==> src/include/fitp_pkg.sv <==
// constants for the condition pin, interrupt input and timer-expired block
// assumes a 250 MHz pclk and an APB master with 32-bit data
package fitp_pkg;
    localparam int          PIN_COUNT       = 4;
    localparam logic [11:0] COND_DIR_OFS    = 12'h000;
    localparam logic [11:0] COND_OUT_OFS    = 12'h004;
    localparam logic [11:0] COND_IN_OFS     = 12'h008;
    localparam logic [11:0] IRQ_EN_OFS      = 12'h00C;
    localparam logic [11:0] IRQ_EDGE_OFS    = 12'h010;
    localparam logic [11:0] STRAP_OFS       = 12'h014;
    localparam logic [11:0] INT_STAT_OFS    = 12'h018;
    localparam logic [11:0] INT_MASK_OFS    = 12'h01C;
    localparam logic [3:0]  COND_DIR_RST    = 4'h0;
    localparam logic [3:0]  COND_OUT_RST    = 4'h0;
    localparam logic [3:0]  IRQ_EN_RST      = 4'h0;
    localparam logic [3:0]  IRQ_EN_BOOT     = 4'hF;
    localparam logic [3:0]  IRQ_EDGE_RST    = 4'h0;
    localparam logic [5:0]  INT_MASK_RST    = 6'h00;
    localparam int          INT_STRAP_BIT   = 4;
    localparam int          INT_EXPIRE_BIT  = 5;
    localparam int          TMR_PULSE_CYC   = 4;
    localparam logic [2:0]  TMR_PULSE_LAST  = 3'(TMR_PULSE_CYC - 1);
endpackage : fitp_pkg

==> src/logic/fitp_top.sv <==
// condition pins, external interrupt inputs and timer-expired pin with APB registers
// assumes timer0_expire is a one-cycle pulse on pclk; pins are asynchronous
`timescale 1ns/1ps
`default_nettype none
module fitp_top (
    // apb
    input  wire logic                          pclk,
    input  wire logic                          presetn,
    input  wire logic                          psel,
    input  wire logic                          penable,
    input  wire logic                          pwrite,
    input  wire logic [11:0]                   paddr,
    input  wire logic [31:0]                   pwdata,
    output logic      [31:0]                   prdata,
    output logic                               pready,
    output logic                               pslverr,
    // condition pins
    input  wire logic [fitp_pkg::PIN_COUNT-1:0] condition_pins_in,
    output logic      [fitp_pkg::PIN_COUNT-1:0] condition_pins_out,
    output logic      [fitp_pkg::PIN_COUNT-1:0] condition_pins_oe,
    output logic      [fitp_pkg::PIN_COUNT-1:0] condition_test,
    // interrupt inputs, active high after pad inversion
    input  wire logic [fitp_pkg::PIN_COUNT-1:0] ext_interrupt_request_pins,
    output logic      [fitp_pkg::PIN_COUNT-1:0] irq_request,
    // timer expired pin
    input  wire logic                          timer0_expire,
    input  wire logic                          timer0_expired_in,
    output logic                               timer0_expired_out,
    output logic                               timer0_expired_oe,
    output logic                               strap_irq_boot,
    output logic                               irq
);
    import fitp_pkg::*;

    logic [3:0]  cond_dir_reg;
    logic [3:0]  cond_out_reg;
    logic [3:0]  irq_en_reg;
    logic [3:0]  irq_edge_reg;
    logic [5:0]  int_stat_reg;
    logic [5:0]  int_mask_reg;
    logic [3:0]  cond_sync1_reg;
    logic [3:0]  cond_sync2_reg;
    logic [3:0]  irq_sync1_reg;
    logic [3:0]  irq_sync2_reg;
    logic [3:0]  irq_prev_reg;
    logic        strap_sync1_reg;
    logic        strap_sync2_reg;
    logic        rst_done_reg;
    logic        boot_reg;
    logic [2:0]  pulse_cnt_reg;
    logic        pulse_on_reg;
    logic        wr_en;
    logic        rd_en;
    logic        addr_ok;
    logic [3:0]  irq_hit;
    logic [5:0]  int_event;
    logic [31:0] rd_next;

    function automatic logic [31:0] zext4(input logic [3:0] v);
        zext4 = {28'h0000000, v};
    endfunction : zext4

    assign wr_en = psel & penable & pwrite;
    assign rd_en = psel & ~penable & ~pwrite;

    always_comb begin
        addr_ok = 1'b1;
        rd_next = 32'h00000000;
        unique case (paddr)
            COND_DIR_OFS:  rd_next = zext4(cond_dir_reg);
            COND_OUT_OFS:  rd_next = zext4(cond_out_reg);
            COND_IN_OFS:   rd_next = zext4(cond_sync2_reg);
            IRQ_EN_OFS:    rd_next = zext4(irq_en_reg);
            IRQ_EDGE_OFS:  rd_next = zext4(irq_edge_reg);
            STRAP_OFS:     rd_next = {31'h00000000, boot_reg};
            INT_STAT_OFS:  rd_next = {26'h0000000, int_stat_reg};
            INT_MASK_OFS:  rd_next = {26'h0000000, int_mask_reg};
            default:       addr_ok = 1'b0;
        endcase
    end

    // apb: one wait-free access phase, read data latched in setup
    always_ff @(posedge pclk or negedge presetn) begin
        if (!presetn) begin
            prdata  <= 32'h00000000;
            pready  <= 1'b0;
            pslverr <= 1'b0;
        end else begin
            pready  <= psel & ~penable;
            pslverr <= psel & ~penable & ~addr_ok;
            if (rd_en) begin
                prdata <= rd_next;
            end
        end
    end

    // control registers
    always_ff @(posedge pclk or negedge presetn) begin
        if (!presetn) begin
            cond_dir_reg <= COND_DIR_RST;
            cond_out_reg <= COND_OUT_RST;
            irq_edge_reg <= IRQ_EDGE_RST;
            int_mask_reg <= INT_MASK_RST;
        end else if (wr_en && pready) begin
            unique case (paddr)
                COND_DIR_OFS:  cond_dir_reg <= pwdata[3:0];
                COND_OUT_OFS:  cond_out_reg <= pwdata[3:0];
                IRQ_EDGE_OFS:  irq_edge_reg <= pwdata[3:0];
                INT_MASK_OFS:  int_mask_reg <= pwdata[5:0];
                default:       ;
            endcase
        end
    end

    // strap synchroniser keeps running through reset so the pin level is seen there
    always_ff @(posedge pclk) begin
        strap_sync1_reg <= timer0_expired_in;
        strap_sync2_reg <= strap_sync1_reg;
    end

    // strap capture: synchronised reset-time level taken at the first edge after release
    always_ff @(posedge pclk or negedge presetn) begin
        if (!presetn) begin
            rst_done_reg    <= 1'b0;
            boot_reg        <= 1'b0;
        end else begin
            rst_done_reg    <= 1'b1;
            if (!rst_done_reg) begin
                boot_reg <= strap_sync2_reg;
            end
        end
    end

    // interrupt enables: disabled after reset unless boot strap selects them
    always_ff @(posedge pclk or negedge presetn) begin
        if (!presetn) begin
            irq_en_reg <= IRQ_EN_RST;
        end else if (!rst_done_reg) begin
            irq_en_reg <= IRQ_EN_RST;
        end else if (wr_en && pready && paddr == IRQ_EN_OFS) begin
            irq_en_reg <= pwdata[3:0];
        end else if (boot_reg && !strap_irq_boot) begin
            irq_en_reg <= IRQ_EN_BOOT;
        end
    end

    // synchronisers for asynchronous pins
    always_ff @(posedge pclk or negedge presetn) begin
        if (!presetn) begin
            cond_sync1_reg <= 4'h0;
            cond_sync2_reg <= 4'h0;
            irq_sync1_reg  <= 4'h0;
            irq_sync2_reg  <= 4'h0;
            irq_prev_reg   <= 4'h0;
        end else begin
            cond_sync1_reg <= condition_pins_in;
            cond_sync2_reg <= cond_sync1_reg;
            irq_sync1_reg  <= ext_interrupt_request_pins;
            irq_sync2_reg  <= irq_sync1_reg;
            irq_prev_reg   <= irq_sync2_reg;
        end
    end

    // edge or level detection per input
    assign irq_hit = irq_en_reg & ((~irq_edge_reg & irq_sync2_reg)
                     | (irq_edge_reg & irq_sync2_reg & ~irq_prev_reg));

    // pin outputs and condition tests
    always_ff @(posedge pclk or negedge presetn) begin
        if (!presetn) begin
            condition_pins_out <= 4'h0;
            condition_pins_oe  <= 4'h0;
            condition_test     <= 4'h0;
            irq_request        <= 4'h0;
            strap_irq_boot     <= 1'b0;
        end else begin
            condition_pins_out <= cond_out_reg;
            condition_pins_oe  <= cond_dir_reg;
            condition_test     <= cond_sync2_reg;
            irq_request        <= irq_hit;
            strap_irq_boot     <= boot_reg;
        end
    end

    // timer expired pulse, four clocks, retriggered by a new expiry
    always_ff @(posedge pclk or negedge presetn) begin
        if (!presetn) begin
            pulse_cnt_reg      <= 3'h0;
            pulse_on_reg       <= 1'b0;
            timer0_expired_out <= 1'b0;
            timer0_expired_oe  <= 1'b0;
        end else begin
            timer0_expired_oe <= rst_done_reg;
            if (timer0_expire && rst_done_reg) begin
                pulse_on_reg  <= 1'b1;
                pulse_cnt_reg <= 3'h0;
            end else if (pulse_on_reg) begin
                if (pulse_cnt_reg == TMR_PULSE_LAST) begin
                    pulse_on_reg <= 1'b0;
                end else begin
                    pulse_cnt_reg <= pulse_cnt_reg + 3'h1;
                end
            end
            timer0_expired_out <= (timer0_expire && rst_done_reg)
                                  | (pulse_on_reg && pulse_cnt_reg != TMR_PULSE_LAST);
        end
    end

    // sticky events: interrupt hits, strap boot seen, timer expiry
    assign int_event = {timer0_expire & rst_done_reg, boot_reg & ~strap_irq_boot, irq_hit};

    always_ff @(posedge pclk or negedge presetn) begin
        if (!presetn) begin
            int_stat_reg <= 6'h00;
            irq          <= 1'b0;
        end else begin
            if (wr_en && pready && paddr == INT_STAT_OFS) begin
                int_stat_reg <= (int_stat_reg & ~pwdata[5:0]) | int_event;
            end else begin
                int_stat_reg <= int_stat_reg | int_event;
            end
            irq <= |(int_stat_reg & int_mask_reg);
        end
    end
endmodule : fitp_top
`default_nettype wire

==> config.mk <==
export PLATFORM = sky130hd
export DESIGN_NAME = fitp_top
export DESIGN_NICKNAME = d
export VERILOG_FILES = /design/src/include/fitp_pkg.sv /design/src/logic/fitp_top.sv
export SDC_FILE = /design/constraint.sdc
export NUM_CORES = 1
export LEC_CHECK = 0
export BUFFER_PORTS_ARGS = -buffer_cell sky130_fd_sc_hd__buf_2
export CORE_ASPECT_RATIO = 0.8
export CORE_MARGIN = 10
export CORE_UTILIZATION = 40
export CTS_BUF_LIST = sky130_fd_sc_hd__clkbuf_8
export CTS_CLUSTER_SIZE = 8
export DETAILED_ROUTE_END_ITERATION = 8
export HOLD_SLACK_MARGIN = 0.06
export PLACE_DENSITY = 0.68
export SLEW_MARGIN = 20
export SYNTH_ARGS = -nofsm -noshare
export SYNTH_HDL_FRONTEND = slang
export SYNTH_SLANG_ARGS = --single-unit
==> constraint.sdc <==
create_clock -name pclk -period 1.76 [get_ports pclk]
set_clock_uncertainty 0.2 [all_clocks]
set_input_delay 0.528 -clock pclk [delete_from_list [all_inputs] [get_ports pclk]]
set_output_delay 0.528 -clock pclk [all_outputs]
set_load 0.01 [all_outputs]
=== Word-level counts from Yosys, hierarchy flattened ===
Index checks and enable logic that the tools add are counted.

* Bits in registers: 110
* Input bits: 59
* Output and inout bits: 54
* Word-level logic and storage cells: 92

* $add $sub $neg: 1
* Equality and inequality tests: 11
* Multiplexer cells: 12
* Bitwise gates (word level): 24
* Reduce and logical (&&, ||, !) cells: 16

{| class="wikitable"
|+ Operator list
! operator !! number
|-
| $eq A12 B5 Y1 const B || 4
|-
| $pmux W6 S8 || 1
|-
| $eq A12 B4 Y1 const B || 2
|-
| $and A4 B4 Y4 || 4
|-
| $and A6 B6 Y6 || 2
|-
| $eq A12 B3 Y1 const B || 1
|-
| $logic_not A12 Y1 || 1
|-
| $mux W4 || 3
|-
| $or A6 B6 Y6 || 2
|-
| $reduce_and A2 Y1 || 5
|-
| $mux W3 || 3
|-
| $not A4 Y4 || 2
|-
| $reduce_or A8 Y1 || 1
|-
| $and A1 B1 Y1 || 7
|-
| $logic_and A1 B1 Y1 || 6
|-
| $mux W6 || 1
|-
| $not A6 Y6 || 1
|-
| $reduce_or A6 Y1 || 1
|-
| $mux W1 || 4
|-
| $not A1 Y1 || 4
|-
| $or A4 B4 Y4 || 1
|-
| $add A3 B1 Y3 const B || 1
|-
| $eq A3 B2 Y1 const B || 1
|-
| $ne A3 B1 Y1 const B || 1
|-
| other kinds (5) || 5
|}

=== Longest topological paths before layout ===
* Depth after elaboration: 6
* Gate-level depth with buffers: 6
* Mapped depth without buffers: 5

=== Worst setup path after synthesis ===
No wires, ideal clock.

* Kind: input port to flip-flop
* Start point: in paddr[9]
* End point: reg cond_dir_reg[0]
* Library setup time: 0.125 ns
* Arrival: 1.943 ns
* Required time: 1.435 ns
* Path slack: -0.508 ns
* Stages: 6
* Path buffers: 2
* Cell sequence: nor4_4 -> nand4_1 -> buf_4 -> or4_4 -> buf_6 -> mux2_4

* Longest elaborated chain between the ends: 2

{| class="wikitable"
|+ RTL lines
! item !! RTL line !! source
|-
| from (decl) || fitp_top.sv:12 || <nowiki>input wire logic [11:0] paddr,</nowiki>
|-
| $logic_not A12 Y1 || fitp_top.sv:105 || <nowiki>unique case (paddr)</nowiki>
|-
| $reduce_and A2 Y1 (no source line) || - ||
|-
| to (signal assigned) || fitp_top.sv:106 || <nowiki>COND_DIR_OFS: cond_dir_reg <= pwdata[3:0];</nowiki>
|-
| to (decl) || fitp_top.sv:35 || <nowiki>logic [3:0] cond_dir_reg;</nowiki>
|}

Every way passes these cells.
A chain may end at the register's enable or synchronous reset.

=== Worst setup path after layout ===
* Start point: in paddr[9]
* End point: reg cond_dir_reg[3]

Same word-level chain as after synthesis.

==> impl_metrics.env <==
export IMPL_syn_area_um2=3344
export IMPL_crit_fanout=4
export IMPL_dieArea_um2=12440
export IMPL_crit_cells=5
export IMPL_coreArea_um2=8019
export IMPL_rrSetupSlack_ps=-160
export IMPL_clk_latency_ps=350
export IMPL_outcome="finished with violations"
export IMPL_numClockSinks=83
export IMPL_critPathBufInv=1
export IMPL_start_util=0.4171
export IMPL_min_path_type="in2reg"
export IMPL_period_needed_ps=1981
export IMPL_grt_pass1_vias=2367
export IMPL_layout_setup_ws_ps=-220.6
export IMPL_worst_pin_slew_ps=508.7
export IMPL_crit_slowest_cell="or4_4"
export IMPL_max_stage_delay_ps=530
export IMPL_synth_edf_count=0
export IMPL_path_delay_family="simple AND/OR/NAND/NOR gates"
export IMPL_numCtsBuffers=9
export IMPL_fp_dieH_um=101.8
export IMPL_synth_cells=252
export IMPL_slew_violations=0
export IMPL_cts_tree="yes"
export IMPL_vias_per_cell=4.752
export IMPL_yosysWarnings=0
export IMPL_crit_end="cond_dir_reg[3]"
export IMPL_post_route_drc_count=0
export IMPL_layout_nets=416
export IMPL_diodes=0
export IMPL_mostFrequentLayoutCell="dfrtp_1"
export IMPL_path_clk_slew_ps=80
export IMPL_critPathRequiredTime_ps=1800
export IMPL_timing_rr_end="cond_dir_reg[3]"
export IMPL_start_kind="input pin"
export IMPL_finalNonFillerCells=468
export IMPL_max_cap_violations=0
export IMPL_vias=2224
export IMPL_cts_root_buf="clkbuf_8"
export IMPL_gp_congestion=0.8252
export IMPL_setup_tns_final_ps=-3850
export IMPL_grt_setup_unrepaired="yes"
export IMPL_setup_viol=28
export IMPL_r2r_start="pready"
export IMPL_ys_ff_latch=83
export IMPL_slew_headroom=0.6609
export IMPL_antenna_found_initial=0
export IMPL_routedWlPerCell_um=16.70
export IMPL_port_buffer_count=60
export IMPL_grt_max_degree=33
export IMPL_critPathKind="in2reg"
export IMPL_powerDensity_nw_per_um2=977.2
export IMPL_drive_gt1_frac=0.4222
export IMPL_hold_violations=0
export IMPL_violations="setup timing"
export IMPL_h_tree_depth=3
export IMPL_ys_flop_type="dfrtp_1"
export IMPL_worstPathCellList="buf_6 -> nor4_4 -> nand4_1 -> or4_4 -> mux2_4"
export IMPL_crit_start="paddr[9]"
export IMPL_ios=113
export IMPL_drtPass1Iterations=4
export IMPL_initialDrtViolationCount=147
export IMPL_ff2ff_path_depth=4
export IMPL_post_place_ws_ps=-624.3
export IMPL_grt_usage=0.1280
export IMPL_die_w_um=122.2
export IMPL_dp_cells=439
export IMPL_cts_max_path_buffers=2
export IMPL_grt_ovfl_total=0
export IMPL_syn2layout_area_growth_pct=34.16
export IMPL_synthArstFlopShare=0.9759
export IMPL_wirelength_um=7816
export IMPL_period_share=1.125
export IMPL_total_power_mw=4.384
export IMPL_p_leak_nw=2.283
export IMPL_ys_seq_area_frac=0.6180
export IMPL_post_dp_hpwl_um=5781
export IMPL_placementRows=29
export IMPL_cp_end_kind="register"
export IMPL_critPathArrivalTime_ps=2020
export IMPL_synth_cell_type_count=40
export IMPL_syn_area_per_cell_um2=13.27
export IMPL_ir_drop_mv=0.4890
export IMPL_fmax_ghz=0.5049
export IMPL_final_cell_mix="81 x dfrtp_1, 57 x buf_2, 28 x buf_4, 27 x conb_1, 19 x nand2_1"
export IMPL_grt_pass1_wl_um=12460
export IMPL_ant_nets=0
-- synthesized netlist by cell type, types with 3 or more instances --
master	instances	area, µm²
buf_4	27	202.7
inv_1	8	30.03
o41ai_1	6	52.55
mux2_4	4	60.06
a22oi_1	4	30.03
nor2_1	8	30.03
o31ai_1	4	30.03
nor2b_1	3	18.77
mux2i_1	8	80.08
nand2_1	19	71.32
o21ai_0	6	30.03
a21oi_1	6	30.03
mux2_2	19	214.0
mux4_2	3	67.56
dfrtp_1	81	2027
nand2b_1	7	43.79
clkbuf_1	5	18.77
a221oi_1	4	35.03
-- metal layers --
layer  global-route usage  vias up  wire, µm
met4              0.02893        0        38
li1                     -     1026         -
met1               0.1650     1117      3531
met2               0.1901       77      3543
met3              0.06281        4       702
met5                    0        -         0
-- power breakdown --
group,internal [mW],switching (mW)
clock,1.13,0.671
sequential,2.01,0.0534
combinational,0.242,0.285
-- worst reg2reg max path: stages, from the launching register on --
cell     delay (ps)
dfrtp_1         350
and4_1          210
nand4_1         200
or4_4           530
mux2_4          320
-- worst min-delay path by stage --
stage                                    start                end  slack [ps]  cells past startpoint
after floorplan                        presetn           boot_reg          30                      0
after global placement         strap_sync1_reg    strap_sync2_reg         120                      0
after detailed placement       strap_sync1_reg    strap_sync2_reg         110                      0
after CTS                    timer0_expired_in    strap_sync1_reg          60                      1
after global routing      condition_pins_in[2]  cond_sync1_reg[2]          60                      1
final                     condition_pins_in[2]  cond_sync1_reg[2]          80                      1
-- kinds of logic (layout without fill, tap and decap cells) --
group / count (synthesis) / count (layout) / share of synthesized area
adder cells (fa/ha/maj): 2 / 2 / 0.007481
AND/OR/NAND/NOR: 53 / 53 / 0.09091
buffers and inverters: 44 / 127 / 0.08268
multiplexers: 34 / 34 / 0.1261
XOR/XNOR: 1 / 1 / 0.002619
AO/OA/AOI/OAI: 33 / 33 / 0.06996
other: 2 / 27 / 0.002246
flip-flops: 83 / 83 / 0.6180
-- stage by stage --
stage          area (µm²)  utilization  hold slack, ps
5_1_grt              4487       0.5595           60.04
3_5_place_dp         3909       0.4874           114.3
2_1_floorplan        3473            -           32.41
3_3_place_gp         3909       0.4874           115.8
6_report             4487       0.5595           83.18
4_1_cts              4338       0.5410           60.01
-- area by class of cell --
cell class                 count  area, µm²
fill                         689       3532
sequential                    83       2067
multi-input combinational    150       1255
timing repair buffer         103      725.7
clock buffer                  10      137.6
clock inverter                 6      136.4
tap                          108      135.1
inverter                       8      30.03
-- repair_timing --
| action | in CTS | in global routing |
|---|---|---|
| pin swaps | 2 | 0 |
| gates resized for setup | 23 | 9 |
| buffers inserted | 2 | 2 |
| hold buffers | 1 | 8 |
| endpoints found under the setup margin | 26 | 31 |
| hold endpoints to repair | 29 | 8 |
(Power assumes the default switching activity.)
